`config.mk`:
```
export PLATFORM = sky130hd
export DESIGN_NAME = pfh_host
export DESIGN_NICKNAME = d
export VERILOG_FILES = /design/src/logic/pfh_pkg.sv /design/src/logic/pfh_host.sv
export SDC_FILE = /design/constraint.sdc
export NUM_CORES = 1
export LEC_CHECK = 0
export BUFFER_PORTS_ARGS = -buffer_cell sky130_fd_sc_hd__buf_2
export CORE_ASPECT_RATIO = 1.4
export CORE_MARGIN = 8
export CORE_UTILIZATION = 57
export CTS_BUF_LIST = sky130_fd_sc_hd__clkbuf_2 sky130_fd_sc_hd__clkbuf_4 sky130_fd_sc_hd__clkbuf_8
export CTS_CLUSTER_DIAMETER = 60
export DETAILED_ROUTE_END_ITERATION = 6
export GPL_TIMING_DRIVEN = 0
export PLACE_DENSITY_LB_ADDON = 0.08
export SLEW_MARGIN = 40
export SYNTH_ARGS = -nofsm -noshare
export SYNTH_HDL_FRONTEND = slang
export SYNTH_SLANG_ARGS = --single-unit
```
`constraint.sdc`:
```
create_clock -name clk_sys -period 8.2 [get_ports clk_sys]
set_input_delay 0.82 -clock clk_sys [delete_from_list [all_inputs] [get_ports clk_sys]]
set_output_delay 0.82 -clock clk_sys [all_outputs]
set_load 0.02 [all_outputs]
```
`src/logic/pfh_pkg.sv`:
```
// Purpose: Constants for the parallel flash host sequencer.
// Assumes: 40 MHz system clock, 25 ns period.
// Notes: Times are kept in their printed units; cycle counts derive from them.
package pfh_pkg;
  localparam int CLK_PERIOD_PS = 25000;
  // Minimum times round up to whole cycles.
  function automatic int cyc_min(input int t_ps);
    int c;
    c = (t_ps + CLK_PERIOD_PS - 1) / CLK_PERIOD_PS;
    return (c < 1) ? 1 : c;
  endfunction : cyc_min
  localparam int T_RC_SLOW_NS = 70;
  localparam int T_RC_FAST_NS = 55;
  localparam int T_WP_NS = 35;
  localparam int T_WPH_NS = 25;
  localparam int T_SRW_NS = 20;
  localparam int T_RP_NS = 500;
  localparam int T_RH_NS = 50;
  localparam int T_OEH_NS = 10;
  localparam int T_RSP_US = 4;
  localparam int T_RRB_US = 4;
  localparam int T_READY_US = 35;
  localparam int RC_SLOW_CYC = cyc_min(T_RC_SLOW_NS * 1000);
  localparam int RC_FAST_CYC = cyc_min(T_RC_FAST_NS * 1000);
  localparam int WP_CYC = cyc_min(T_WP_NS * 1000);
  localparam int WPH_CYC = cyc_min(T_WPH_NS * 1000);
  localparam int SRW_CYC = cyc_min(T_SRW_NS * 1000);
  localparam int RP_CYC = cyc_min(T_RP_NS * 1000);
  localparam int RH_CYC = cyc_min(T_RH_NS * 1000);
  localparam int OEH_CYC = cyc_min(T_OEH_NS * 1000);
  localparam int RSP_CYC = cyc_min(T_RSP_US * 1000000);
  localparam int RRB_CYC = cyc_min(T_RRB_US * 1000000);
  localparam int READY_CYC = cyc_min(T_READY_US * 1000000);
  localparam logic [11:0] PROG_CMD_ADDR = 12'h555;
  localparam logic [7:0] PROG_CMD_DATA = 8'hA0;
  // Address pattern for sector-group protect and unprotect.
  localparam int PROT_SEL_BIT = 6;
  localparam logic [3:0] PROT_LOW_PATTERN = 4'h2;
  typedef enum logic [2:0] {
    PFH_OP_READ, PFH_OP_WRITE, PFH_OP_PROGRAM, PFH_OP_POLL,
    PFH_OP_PROTECT, PFH_OP_UNPROTECT, PFH_OP_TEMP_UNPROT
  } pfh_op_e;
  typedef enum logic [3:0] {
    PFH_ST_RESET, PFH_ST_RECOVER, PFH_ST_IDLE, PFH_ST_RD, PFH_ST_WR_LO,
    PFH_ST_WR_HI, PFH_ST_GAP, PFH_ST_VID_SETUP, PFH_ST_VID_HOLD
  } pfh_state_e;
endpackage : pfh_pkg

```
`src/logic/pfh_host.sv`:
```
// Purpose: Host-side sequencer driving an asynchronous parallel boot flash.
// Assumes: One 40 MHz clock; flash pins are asynchronous to it.
// Notes: Each request is one bus cycle, except temporary unprotect, which issues
//        none, and program, which issues the A0h command cycle and then the data cycle.
// Behaviour
// Successive reads start no closer than the read cycle time of the grade.
// The write strobe stays low 35 ns and then high 25 ns before another.
// At least 20 ns separate a read from a write and a write from a read.
// The flash may need 35 us after reset during an embedded algorithm.
// The flash may need 500 ns after reset when idle.
// Reset is held at least 500 ns, and reads wait 50 ns after its release.
// The flash enters standby within 35 us of a held reset.
// Chip select is only asserted once reset has been released.
// Ready/busy goes busy within 90 ns of the final program write strobe.
// Program writes A0h to 555h, then the data to the target address.
// Output enable stays high at least 10 ns between status polls.
// The erase-suspend toggle bit only toggles inside a suspended sector.
// Protect drives address bits 3..0 as 0010, bit 6 low; unprotect high.
// The elevated reset level is held 4 us before the first write.
// The elevated reset level is held 4 us after ready/busy returns high.
`timescale 1ns/1ps
`default_nettype none
module pfh_host #(
  parameter int ADDR_W = 21,
  parameter int DATA_W = 16,
  parameter bit FAST_GRADE = 1'b0,
  parameter int READY_CYCLES = pfh_pkg::READY_CYC,
  parameter int RSP_CYCLES = pfh_pkg::RSP_CYC,
  parameter int RRB_CYCLES = pfh_pkg::RRB_CYC
) (
  input wire logic clk_sys,
  input wire logic srst,
  input wire logic req_valid,
  output logic req_ready,
  input wire pfh_pkg::pfh_op_e req_op,
  input wire logic [ADDR_W-1:0] req_addr,
  input wire logic [DATA_W-1:0] req_wdata,
  input wire logic req_busy_algo,
  input wire logic reset_req,
  output logic rsp_valid,
  output logic [DATA_W-1:0] rsp_rdata,
  output logic flash_ready,
  output logic [ADDR_W-1:0] flash_addr,
  output logic flash_ce_n,
  output logic flash_oe_n,
  output logic flash_we_n,
  output logic flash_reset_n,
  output logic flash_vid_en,
  input wire logic [DATA_W-1:0] flash_dq_in,
  output logic [DATA_W-1:0] flash_dq_out,
  output logic flash_dq_oe,
  input wire logic ready_busy_out_n
);
  localparam int CW = 24;
  localparam int RC_CYC = FAST_GRADE ? pfh_pkg::RC_FAST_CYC
                                     : pfh_pkg::RC_SLOW_CYC;

  pfh_pkg::pfh_state_e state_reg, state_next;
  logic [CW-1:0] cnt_reg;
  logic last_wr_reg;
  logic last_poll_reg;
  logic prog_second_reg;
  logic temp_mode_reg;
  logic [DATA_W-1:0] dq_sync1_reg, dq_sync2_reg;
  logic rb_sync1_reg, rb_sync2_reg;
  pfh_pkg::pfh_op_e op_reg;

  // Asynchronous flash pins pass two flip-flops before use.
  always_ff @(posedge clk_sys) begin
    dq_sync1_reg <= flash_dq_in;
    dq_sync2_reg <= dq_sync1_reg;
    rb_sync1_reg <= ready_busy_out_n;
    rb_sync2_reg <= rb_sync1_reg;
  end

  wire logic cnt_done = (cnt_reg == '0);
  wire logic is_write_op = (req_op != pfh_pkg::PFH_OP_READ) &&
                           (req_op != pfh_pkg::PFH_OP_POLL);
  wire logic idle_accept = (state_reg == pfh_pkg::PFH_ST_IDLE) && req_valid;
  // turnaround: a change of direction adds the read/write latency.
  wire logic dir_change = idle_accept && (is_write_op != last_wr_reg);
  // protect pattern on bits 6 and 3..0.
  wire logic [ADDR_W-1:0] prot_addr = {req_addr[ADDR_W-1:7],
    (req_op == pfh_pkg::PFH_OP_UNPROTECT), req_addr[5:4],
    pfh_pkg::PROT_LOW_PATTERN};
  wire logic [ADDR_W-1:0] sel_addr =
    ((req_op == pfh_pkg::PFH_OP_PROTECT) ||
     (req_op == pfh_pkg::PFH_OP_UNPROTECT)) ? prot_addr : req_addr;

  assign req_ready = (state_reg == pfh_pkg::PFH_ST_IDLE) && !dir_change;
  assign flash_ready = (state_reg == pfh_pkg::PFH_ST_IDLE);

  function automatic logic [CW-1:0] c(input int n);
    return CW'(n - 1);
  endfunction : c

  always_comb begin
    state_next = state_reg;
    case (state_reg)
      pfh_pkg::PFH_ST_RESET: if (cnt_done && !reset_req) begin
        state_next = pfh_pkg::PFH_ST_RECOVER;
      end
      pfh_pkg::PFH_ST_RECOVER: if (cnt_done) begin
        state_next = pfh_pkg::PFH_ST_IDLE;
      end
      pfh_pkg::PFH_ST_IDLE: if (req_valid && !dir_change) begin
        if (req_op == pfh_pkg::PFH_OP_TEMP_UNPROT) begin
          state_next = pfh_pkg::PFH_ST_VID_SETUP;
        end else if (is_write_op) begin
          state_next = pfh_pkg::PFH_ST_WR_LO;
        end else begin
          state_next = pfh_pkg::PFH_ST_RD;
        end
      end else if (dir_change) begin
        state_next = pfh_pkg::PFH_ST_GAP;
      end
      pfh_pkg::PFH_ST_RD: if (cnt_done) begin
        state_next = pfh_pkg::PFH_ST_GAP;
      end
      pfh_pkg::PFH_ST_WR_LO: if (cnt_done) begin
        state_next = pfh_pkg::PFH_ST_WR_HI;
      end
      pfh_pkg::PFH_ST_WR_HI: if (cnt_done) begin
        state_next = prog_second_reg ? pfh_pkg::PFH_ST_WR_LO
                                     : pfh_pkg::PFH_ST_GAP;
      end
      pfh_pkg::PFH_ST_GAP: if (cnt_done) begin
        state_next = pfh_pkg::PFH_ST_IDLE;
      end
      pfh_pkg::PFH_ST_VID_SETUP: if (cnt_done) begin
        state_next = pfh_pkg::PFH_ST_VID_HOLD;
      end
      pfh_pkg::PFH_ST_VID_HOLD: if (cnt_done && rb_sync2_reg) begin
        state_next = pfh_pkg::PFH_ST_IDLE;
      end
      default: state_next = pfh_pkg::PFH_ST_RESET;
    endcase
    if (reset_req) begin
      state_next = pfh_pkg::PFH_ST_RESET;
    end
  end

  always_ff @(posedge clk_sys) begin
    if (srst) begin
      state_reg <= pfh_pkg::PFH_ST_RESET;
      // reset pulse width.
      cnt_reg <= c(pfh_pkg::RP_CYC);
      last_wr_reg <= 1'b0;
      last_poll_reg <= 1'b0;
      prog_second_reg <= 1'b0;
      temp_mode_reg <= 1'b0;
      op_reg <= pfh_pkg::PFH_OP_READ;
    end else begin
      state_reg <= state_next;
      if (!cnt_done) begin
        cnt_reg <= cnt_reg - CW'(1);
      end
      case (state_next)
        pfh_pkg::PFH_ST_RESET: if (state_reg != pfh_pkg::PFH_ST_RESET) begin
          cnt_reg <= c(pfh_pkg::RP_CYC);
          prog_second_reg <= 1'b0;
        end
        // recovery before the first access.
        pfh_pkg::PFH_ST_RECOVER: if (state_reg == pfh_pkg::PFH_ST_RESET) begin
          cnt_reg <= req_busy_algo ? c(READY_CYCLES)
                                   : c(pfh_pkg::RP_CYC + pfh_pkg::RH_CYC);
        end
        // read cycle time for reads and polls alike; R11 OE high time is added in the gap.
        pfh_pkg::PFH_ST_RD: if (state_reg == pfh_pkg::PFH_ST_IDLE) begin
          cnt_reg <= c(RC_CYC);
          last_wr_reg <= 1'b0;
          op_reg <= req_op;
        end
        // low pulse; R10 command cycle first.
        pfh_pkg::PFH_ST_WR_LO: begin
          if (state_reg != pfh_pkg::PFH_ST_WR_LO) begin
            cnt_reg <= c(pfh_pkg::WP_CYC);
          end
          if (state_reg == pfh_pkg::PFH_ST_IDLE) begin
            last_wr_reg <= 1'b1;
            op_reg <= req_op;
            prog_second_reg <= (req_op == pfh_pkg::PFH_OP_PROGRAM);
          end else if (state_reg == pfh_pkg::PFH_ST_WR_HI) begin
            prog_second_reg <= 1'b0;
          end
        end
        // high time before the next low pulse.
        pfh_pkg::PFH_ST_WR_HI: if (state_reg == pfh_pkg::PFH_ST_WR_LO) begin
          cnt_reg <= c(pfh_pkg::WPH_CYC);
        end
        // gap after reads and writes.
        pfh_pkg::PFH_ST_GAP: if (state_reg != pfh_pkg::PFH_ST_GAP) begin
          cnt_reg <= c((op_reg == pfh_pkg::PFH_OP_POLL) ?
                       pfh_pkg::OEH_CYC : pfh_pkg::SRW_CYC);
          if (state_reg == pfh_pkg::PFH_ST_IDLE) begin
            last_wr_reg <= is_write_op;
          end
        end
        // elevated level setup.
        pfh_pkg::PFH_ST_VID_SETUP: if (state_reg == pfh_pkg::PFH_ST_IDLE) begin
          cnt_reg <= c(RSP_CYCLES);
          temp_mode_reg <= !temp_mode_reg;
        end
        // hold after ready; the count restarts while busy.
        pfh_pkg::PFH_ST_VID_HOLD: if (!rb_sync2_reg ||
            state_reg == pfh_pkg::PFH_ST_VID_SETUP) begin
          cnt_reg <= c(RRB_CYCLES);
        end
        default: ;
      endcase
    end
  end

  // Pin registers; data outputs come from flip-flops.
  wire logic wr_low = (state_next == pfh_pkg::PFH_ST_WR_LO);
  wire logic rd_on = (state_next == pfh_pkg::PFH_ST_RD);
  wire logic rd_end = (state_reg == pfh_pkg::PFH_ST_RD) &&
                      (state_next != pfh_pkg::PFH_ST_RD);
  wire logic cmd_cycle = wr_low && (state_reg == pfh_pkg::PFH_ST_IDLE) &&
                         (req_op == pfh_pkg::PFH_OP_PROGRAM);
  always_ff @(posedge clk_sys) begin
    if (srst) begin
      flash_addr <= '0;
      flash_ce_n <= 1'b1;
      flash_oe_n <= 1'b1;
      flash_we_n <= 1'b1;
      flash_reset_n <= 1'b0;
      flash_vid_en <= 1'b0;
      flash_dq_out <= '0;
      flash_dq_oe <= 1'b0;
      rsp_valid <= 1'b0;
      rsp_rdata <= '0;
    end else begin
      flash_reset_n <= (state_next != pfh_pkg::PFH_ST_RESET);
      // elevated reset level while temporary unprotect is on.
      // The level must also stand through the hold after ready on exit.
      flash_vid_en <= temp_mode_reg ||
                      (state_next == pfh_pkg::PFH_ST_VID_SETUP) ||
                      (state_next == pfh_pkg::PFH_ST_VID_HOLD);
      // chip select only once reset is released.
      flash_ce_n <= !(wr_low || rd_on) || (state_next ==
                    pfh_pkg::PFH_ST_RESET);
      flash_we_n <= !wr_low;
      flash_oe_n <= !rd_on;
      flash_dq_oe <= wr_low;
      rsp_valid <= rd_end;
      if (rd_end) begin
        rsp_rdata <= dq_sync2_reg;
      end
      if (state_reg == pfh_pkg::PFH_ST_IDLE && state_next !=
          pfh_pkg::PFH_ST_IDLE && state_next != pfh_pkg::PFH_ST_GAP) begin
        // command cycle at 555h with A0h.
        flash_addr <= cmd_cycle ? ADDR_W'(pfh_pkg::PROG_CMD_ADDR) : sel_addr;
        flash_dq_out <= cmd_cycle ? DATA_W'(pfh_pkg::PROG_CMD_DATA)
                                  : req_wdata;
      end else if (state_reg == pfh_pkg::PFH_ST_WR_HI && wr_low) begin
        flash_addr <= req_addr;
        flash_dq_out <= req_wdata;
      end
    end
  end
endmodule : pfh_host
`default_nettype wire

```
==> results.md, run 1 <==
* Setup Fix Bufs, Post-CTS at 0
* Via density at 5.58
* Hold WC Path Type: flop to flop
* Worst-path fanout max at 10
* Clk sinks at 125
* Worst-Skew Late Latency at 450 ps
* Async SR Flop Fraction at 0%
* Critical Path AT at 3790 ps
* Max_cap viols at 0
* Avg WL per Cell at 16.2 um
* Endpoints failing setup at 0
* Synthesized net count at 608
* Syn Area/Cell at 9.12 um2
* Inserted Clock Buffers at 17
* Vias in the first global route at 4645
* CTS root buffer: clkbuf_8
* Share of layout cells above drive strength 1 at 26.5%
* Worst hold margin at 332 ps
* Register area share after synthesis at 50.4%
* GRT Util Overall at 22.4%
* Setup Skew at 14.4 ps
* Post-CTS sizing at 0
* RSZ-0062 raised after global routing: false
* CP Class: flop to flop
* Starting Density at 58.4%
* Nets at 749
* Timing startpoint of the critical path: cnt_reg[0]$_SDFF_PP1_
* Slew @ Worst Pin at 728 ps
* CP max-delay cell: nor2_1
* First-pass GRT wire length at 21200 um
* H-tree Lvls at 4
* Pwr dens at 197 mW/mm2
* TritonCTS clock tree: built
* Clock transition at the registers of the reported paths at 90 ps
* Top cells by area, synth: dfxtp_1, nor2_1, a21oi_1, nand2_1, nand3_1
* Achievable Freq at 290 MHz
* Placement Rows at 40
* Post-Synthesis Cells at 545
* # diodes at 0
* Biggest area consumer among synthesized cells: dfxtp_1
* Count leader, synth: dfxtp_1
* Post-synthesis sequential element count at 125
* Initial antenna violation count at 0
* Post-Syn Area at 0.00497 mm2
* Max reg flops at 24
* Crit path cell chain: inv_1, ha_1, nor4b_2, nand4_2, nor2_1, a2111oi_1, a31oi_1, a21oi_1, o31ai_2, buf_2, nor2_1
* Final Max Tran Viols at 0
* Most used cell, CP: nor2_1
* Fin worst setup slack at 4750 ps
* # hold bufs at CTS at 0
* Hold Path Depth at 0
* Worst r2r path cells at 11
* Synth-to-layout area growth at 23.5%
* # DRC at 0
* Synth cell count leaders: dfxtp_1, nor2_1, nand2_1
* Total number of vias at 4489
* Min cycle time layout at 3450 ps
* Count of different cell masters after synthesis at 63
* Top FF cell, synth: dfxtp_1
* DP HPWL at 10100 um
* Total die area at 0.0120 mm2
* Post-synth EDFFs at 0
* Min-Delay Startpoint: dq_sync1_reg[14]$_DFF_P_
* Status: finished, final reports clean
* Yosys warns at 0
* Die X at 94.9 um
* Post-Route WL at 13100 um
* WP data required at 8540 ps
* Slew margin rel. at 50.2%
* Post-synth top area share at 50.4%
* Worst vdd ir at 0.000221 V
* Setup crit end kind: flop
* I/O Pins at 124
* Final Hold Fails at 0
* TNS Setup at 0 ps
* Pleak at 0.00272 uW
* Max incr delay on CP at 550 ps
* CP startpoint kind: flop
* Largest net degree at the start of global routing at 18
* Routability cong. at 0.959
* Critical R2R Launch: cnt_reg[0]$_SDFF_PP1_
* Number of port buffers at 122
* DRT Pass-1 Iters at 5
* Clk buf depth at 2
* Initial drt markers at 215
* Setup WS pre-CTS at 4650 ps
* Final ANT Viol Nets at 0
* Die H at 126 um
* Final cycle utilization of the critical path at 42.1%
* Grt ovf at 0
* Placeable Area at 0.00851 mm2
==> area by class of cell <==
| class | count | area (um2) |
|---|---|---|
| Clock buffer | 17 | 234 |
| Tap cell | 105 | 131 |
| Timing Repair Buffer | 122 | 611 |
| Clock inverter | 15 | 189 |
| Fill cell | 695 | 2370 |
| Sequential cell | 125 | 2500 |
| Inverter | 12 | 45.0 |
| Buffer | 30 | 156 |
| Multi-Input combinational cell | 378 | 2270 |
==> power by group <==
group / switching, uW / internal, uW / total (uW) / leakage, uW
registers: 5.75 / 619 / 624 / 0.00102
clock network: 303 / 237 / 539 / 0.000212
logic: 27.1 / 21.1 / 48.2 / 0.00149
total: 335 / 876 / 1210 / 0.00272
==> placed cells by master (no fill, tap or decap), types with 11 or more instances in the layout <==
master / count
dfxtp_1: 125
nor3_1: 29
clkbuf_8: 17
a21oi_1: 46
nand3_1: 33
nor2_1: 68
inv_1: 11
xnor2_1: 17
nand2_1: 49
mux2i_1: 16
clkbuf_1: 17
buf_2: 127
==> worst max-delay path, delay by kind of cell, from the launching register on <==
kind | cells | cell delay [ps]
flip-flops | 1 | 310
adder cells (fa/ha/maj) | 1 | 180
AO/OA/AOI/OAI | 4 | 1320
AND/OR/NAND/NOR | 4 | 1130
buffers and inverters | 2 | 390
==> final timing paths <==
kind	end	slack, ps
max	cnt_reg[19]$_SDFF_PP0_	4750
min	dq_sync2_reg[14]$_DFF_P_	330
max reg2reg	cnt_reg[19]$_SDFF_PP0_	4750
min reg2reg	dq_sync2_reg[14]$_DFF_P_	330
==> logic make-up (layout without fill, tap and decap cells) <==
| group | count (synthesis) | after routing | share of synthesized area, % |
|---|---|---|---|
| AND/OR/NAND/NOR | 233 | 233 | 23.6 |
| adder cells (fa/ha/maj) | 1 | 1 | 0.252 |
| buffers and inverters | 42 | 196 | 4.05 |
| XOR/XNOR | 23 | 23 | 4.05 |
| AO/OA/AOI/OAI | 105 | 105 | 14.5 |
| flip-flops | 125 | 125 | 50.4 |
| multiplexers | 16 | 16 | 3.22 |
==> metrics by stage <==
stage,util [%],instance area [um2],total power [uW],instances
3_3_place_gp,67.1,5710,685,772
6_report,72.1,6140,1210,804
2_1_floorplan,-,4970,662,545
3_5_place_dp,67.2,5720,687,772
5_1_grt,72.1,6140,1260,804
4_1_cts,72.1,6140,1220,804
==> metal layers <==
metal  up-vias  wire length (um)  global-route usage, %
met2       133              6800                   39.1
met4         0               409                   11.5
li1       2222                 -                      -
met1      2102              4800                   21.1
met5         -                 0                      0
met3        32              1040                   10.4
(Power assumes the default switching activity.)
==> run 2: changes to the inputs <==
Settings changed: CORE_UTILIZATION 57 to 55.
Clock period 8.2 ns to 3.56 ns, I/O delays scaled along.
==> run 2 against run 1 <==
  * Fmax grew 2.7%
  * Cell count grew 2.6%
  * Critical path depth shrank 1
  * Total power grew 130%
  * Via count grew 2.7%
  * Die area grew 3.1%
  * Non-clock buffer count grew 19
  * Global-route usage grew 0.97 points
  * Cell area grew 2.9%
  * Largest cell class unchanged
==> results.md, run 2 (synthesized netlist as in run 1, its figures left out) <==
* Clk pwr share at 42.9%
* Starting Density at 55.7%
* Max incr delay on CP at 590 ps
* Placement Rows at 41
* Final cycle utilization of the critical path at 94.4%
* Die H at 128 um
* Achievable Freq at 298 MHz
* Clk buf depth at 2
* Worst-path fanout max at 7
* Critical R2R Launch: cnt_reg[0]$_SDFF_PP1_
* Final core utilization at 70.7%
* Min-Delay Startpoint: req_wdata[8]
* I/O Pins at 124
* Pwr dens at 435 mW/mm2
* Initial drt markers at 250
* Grt ovf at 0
* Final Max Tran Viols at 0
* Crit-path leading delay family: compound AO/OA/AOI/OAI gates
* First-pass GRT wire length at 22800 um
* Commonest non-fill, non-tap cells in the layout: buf_2, dfxtp_1, nor2_1
* CP max-delay cell: a2111oi_1
* Largest net degree at the start of global routing at 17
* TNS Setup at 0 ps
* Worst-Skew Late Latency at 440 ps
* Setup Skew at 8.43 ps
* R2r setup slk at 200 ps
* Final ANT Viol Nets at 0
* Reg area at 0.00250 mm2
* Most common cell after layout, fill and taps aside: buf_2
* # DRC at 0
* CTS root buffer: clkbuf_8
* Sequential share of power at 52.4%
* Number of buffers and inverters on the critical path at 1
* Sw Pwr at 678 uW
* Post-Place Cell Area at 0.00572 mm2
* Die X at 96.3 um
* Multi-input gate area at 0.00230 mm2
* Min cycle time layout at 3360 ps
* DP HPWL at 10100 um
* WHS Endpoint: flash_dq_out[8]$_SDFFE_PP0P_
* Worst vdd ir at 0.000346 V
* FILL cells at 743
* Synth-to-layout area growth at 27.1%
* Pleak at 0.00280 uW
* Status: finished, final reports clean
* Setup crit end kind: flop
* Total number of vias at 4610
* Vias in the first global route at 4776
* CP startpoint kind: flop
* Placed cell count at 774
* Endpoints failing setup at 0
* Max reg flops at 24
* Number of port buffers at 122
* Gate power share at 4.7%
* Hold Path Depth at 3
* Nets at 768
* GRT Util Overall at 23.4%
* Slew @ Worst Pin at 657 ps
* CP Class: flop to flop
* Critical R2R Capture: cnt_reg[3]$_SDFF_PP0_
* Critical Path AT at 3650 ps
* Placeable Area at 0.00893 mm2
* Worst r2r path cells at 10
* Initial antenna violation count at 0
* Internal power at 2070 uW
* Avg WL per Cell at 16.9 um
* Post-route cell area at 0.00631 mm2
* Final Hold Fails at 0
* Switching share of power at 24.7%
* H-tree Lvls at 4
* # diodes at 0
* Hold WC Path Type: input port to flop
* Share of layout cells above drive strength 1 at 26.6%
* Routability cong. at 0.934
* Post-Route WL at 13900 um
* WP data required at 3850 ps
* Slew margin rel. at 55.6%
* Inserted Clock Buffers at 17
* Total die area at 0.0124 mm2
* Clock transition at the registers of the reported paths at 80 ps
* Timing startpoint of the critical path: cnt_reg[0]$_SDFF_PP1_
* TritonCTS clock tree: built
* Max_cap viols at 0
* Via density at 5.59
* Non-filler cells, final at 825
* Crit path cell chain: inv_1, ha_1, nor4b_2, and4_1, nand2_1, a311o_1, o21ai_2, o221ai_2, a2111oi_1, a211oi_1
* Clk sinks at 125
* RSZ-0062 raised after global routing: false
* DRT Pass-1 Iters at 6
[run 2: cell types whose count changed in the layout (fill, tap and decap cells not counted), moves of 2 or more]
cell           previous run  this run
buf_4                     2         4
clkbuf_1                 17        15
clkbuf_2                  0         2
clkinv_2                  0         3
clkinv_4                  0         2
clkinv_8                  6         0
clkinvlp_4                0         2
dlygate4sd3_1             0        17
inv_8                     5         1
[run 2: metal layers]
layer	vias up	wire length (um)	GRT usage, %	share of wire, %
met3	27	1080	9.15	7.8
met5	-	0	0	0
met2	170	7400	40.7	53
li1	2256	-	-	-
met4	0	320	10.4	2.3
met1	2157	5140	23.9	37
[run 2: stage by stage]
step | hold WS, ps | power (uW) | setup WS, ps
floorplan | 310 | 1530 | 788
global placement | 310 | 1580 | 211
detailed placement | 312 | 1580 | 151
CTS | 0.814 | 2760 | 85.5
global route | 147 | 2840 | 5.58
finish | 171 | 2750 | 201
[run 2: cell type report]
cell class                      instances  area share, %
Sequential cell                       125           39.6
Multi-Input combinational cell        378           36.4
Timing Repair Buffer                  141           12.6
Clock buffer                           18           3.92
Buffer                                 30           2.52
Tap cell                              107           2.12
Clock inverter                         14           2.10
Inverter                               12          0.713
[run 2: worst register-to-register path, cell delays in order (launching register included)]
cell	delay [ps]
dfxtp_1	310
inv_1	90
ha_1	190
nor4b_2	270
and4_1	320
nand2_1	270
a311o_1	460
o21ai_2	380
o221ai_2	250
a2111oi_1	590
a211oi_1	100
[run 2: worst max-delay path by stage]
stage                     cells after the start                          end  slack (ps)
final                                        10        cnt_reg[3]$_SDFF_PP0_         200
after global routing                         11       cnt_reg[19]$_SDFF_PP0_           6
after CTS                                    12  flash_addr[12]$_SDFFE_PP0P_          90
after detailed placement                     12  flash_addr[12]$_SDFFE_PP0P_         150
after global placement                       12    rsp_rdata[9]$_SDFFE_PP0P_         210
after floorplan                              12  flash_addr[13]$_SDFFE_PP0P_         790
[run 2: power by group through the flow]
stage	Combinational, uW	Clock [uW]	Sequential, uW
2_1_floorplan	58.3	0	1470
3_3_place_gp	109	0	1470
3_5_place_dp	112	0	1470
4_1_cts	123	1190	1440
5_1_grt	142	1260	1440
6_report	131	1180	1440
[run 2: timing repair]
action                                  4_1_cts  5_1_grt
hold buffers                                 12        5
endpoints found under the setup margin        0       41
resized for setup                             0        9
hold endpoints to repair                     12        5
setup buffers                                 0        2
==> run 3: changes to the inputs <==
Settings changed: CELL_PAD_IN_SITES_DETAIL_PLACEMENT from default to 0, CELL_PAD_IN_SITES_GLOBAL_PLACEMENT from default to 1, CORE_UTILIZATION 55 to 41.
==> run 3 against run 2 <==
  * Clock-buffer cell count shrank 1
  * Fmax grew 2.9%
  * Hold slack better by 1.2 ps
  * Sequential cell count stayed put
  * Non-clock buffer count shrank 1
  * Sequential share of layout area shrank 0.53 points
  * Register-to-register slack improved by 90 ps
  * Die area grew 29%
  * Total power grew 4.2%
  * Critical path type unchanged
  * Critical endpoint unchanged
  * Largest power group unchanged
==> results.md, run 3 (synthesized netlist as in run 1, its figures left out) <==
* Status: finished, final reports clean
* Clk pwr share at 45.3%
* First-pass GRT wire length at 23200 um
* Worst vdd ir at 0.000295 V
* Post-Route WL at 14400 um
* Total die area at 0.0159 mm2
* Worst-Skew Late Latency at 430 ps
* Min cycle time layout at 3260 ps
* WP data required at 3910 ps
* I/O Pins at 124
* Final cycle utilization of the critical path at 91.7%
* RSZ-0062 raised after global routing: false
* Final Max Tran Viols at 0
* Endpoints failing setup at 0
* TritonCTS clock tree: built
* TNS Setup at 0 ps
* Max incr delay on CP at 640 ps
* # DRC at 0
* Clock transition at the registers of the reported paths at 80 ps
* Hold WC Path Type: input port to flop
* Final ANT Viol Nets at 0
* Via density at 5.29
* Slew @ Worst Pin at 666 ps
* Setup WS pre-CTS at 111 ps
* Total number of vias at 4567
* Crit path cell chain: clkbuf_1, nand3b_1, inv_2, nand2_1, a21oi_1, a311oi_4, or4_1, nor2_1, a21oi_1, a211oi_1
* Clk buf depth at 2
* Final core utilization at 54.2%
* CP max-delay cell: or4_1
* Achievable Freq at 306 MHz
* Die H at 146 um
* H-tree Lvls at 4
* Largest net degree at the start of global routing at 17
* Initial antenna violation count at 2
* Number of port buffers at 122
* Vias in the first global route at 4773
* Placeable Area at 0.0118 mm2
* CP Class: flop to flop
* Commonest non-fill, non-tap cells in the layout: buf_2, dfxtp_1, nor2_1
* Sequential share of power at 50.2%
* Timing startpoint of the critical path: state_reg[1]$_SDFF_PP0_
* Synth-to-layout area growth at 28.8%
* Starting Density at 42.0%
* Final Hold Fails at 0
* Most used cell, CP: a21oi_1
* Grt ovf at 0
* DRT Pass-1 Iters at 4
* CP startpoint kind: flop
* Inserted Clock Buffers at 17
* Fin worst setup slack at 296 ps
* Sw Pwr at 727 uW
* Pleak at 0.00280 uW
* Setup Skew at 9.39 ps
* DP HPWL at 10800 um
* Avg WL per Cell at 16.6 um
* Nets at 767
* Routability cong. at 0.896
* Initial drt markers at 165
* # diodes at 0
* Worst hold margin at 172 ps
* CTS root buffer: clkbuf_8
* Gate power share at 4.5%
* Max_cap viols at 0
* Die X at 109 um
* GRT Util Overall at 18.3%
* Critical R2R Launch: state_reg[1]$_SDFF_PP0_
* Post-route cell area at 0.00640 mm2
* Number of buffers and inverters on the critical path at 2
* Min-Delay Startpoint: req_wdata[6]
* Critical Path AT at 3610 ps
* Max reg flops at 24
* Crit-path leading delay family: simple AND/OR/NAND/NOR gates
* Placement Rows at 47
* Post-Place Cell Area at 0.00577 mm2
* Clk sinks at 125
* Pwr dens at 447 mW/mm2
* Worst-path fanout max at 10
* Setup crit end kind: flop
* Slew margin rel. at 55.3%
* Switching share of power at 25.4%
* Internal power at 2140 uW
* Most common cell after layout, fill and taps aside: buf_2
* Share of layout cells above drive strength 1 at 26.6%
## run 3: changes by cell type in the layout (fill, tap and decap cells not counted), sizes merged
cell / delta
clkinv: -4
clkinvlp: +1
bufinv: +1
clkbuf: -1
buf: -1
inv: +3
## run 3: per-layer routing
| layer | up-vias | wire length, um | global-route usage, % |
|---|---|---|---|
| met5 | - | 34 | 0 |
| met4 | 4 | 379 | 7.84 |
| met3 | 34 | 952 | 7.49 |
| met2 | 129 | 7450 | 32.0 |
| met1 | 2135 | 5560 | 18.4 |
| li1 | 2265 | - | - |
## run 3: through the flow
| stage | total power, uW | std cells |
|---|---|---|
| after CTS | 2910 | 863 |
| after global routing | 2990 | 864 |
| final | 2860 | 864 |
| after detailed placement | 1580 | 814 |
| after floorplan | 1530 | 545 |
| after global placement | 1580 | 814 |
## run 3: area by class of cell
| type | instances | area [um2] |
|---|---|---|
| Tap cell | 147 | 184 |
| Clock inverter | 15 | 178 |
| Buffer | 30 | 159 |
| Multi-Input combinational cell | 378 | 2310 |
| Fill cell | 1102 | 5420 |
| Clock buffer | 17 | 234 |
| Timing Repair Buffer | 140 | 788 |
| Sequential cell | 125 | 2500 |
| Inverter | 12 | 45.0 |
## run 3: power groups by stage
stage	clock network, uW	registers [uW]	logic [uW]
4_1_cts	1340	1440	128
6_report	1300	1440	129
3_5_place_dp	0	1470	113
3_3_place_gp	0	1470	111
5_1_grt	1400	1440	142
2_1_floorplan	0	1470	58.3
## run 3: worst paths after layout
check | end | slack [ps] | cells after the start
setup / recovery | cnt_reg[3]$_SDFF_PP0_ | 300 | 10
hold / removal | flash_dq_out[6]$_SDFFE_PP0P_ | 170 | 3
setup reg to reg | cnt_reg[3]$_SDFF_PP0_ | 300 | 10
hold reg to reg | dq_sync2_reg[8]$_DFF_P_ | 330 | 0
## run 3: what timing repair did
action,in CTS,in global routing
resized for setup,0,10
endpoints found under the setup margin,0,41
hold buffers,17,0
setup buffers,0,1
endpoints found under the hold margin,17,0
## run 3: worst register-to-register path, stage by stage (launching register included)
cell and delay (ps):
dfxtp_1 370, clkbuf_1 330, nand3b_1 330, inv_2 290
nand2_1 100, a21oi_1 290, a311oi_4 110, or4_1 640
nor2_1 310, a21oi_1 170, a211oi_1 220
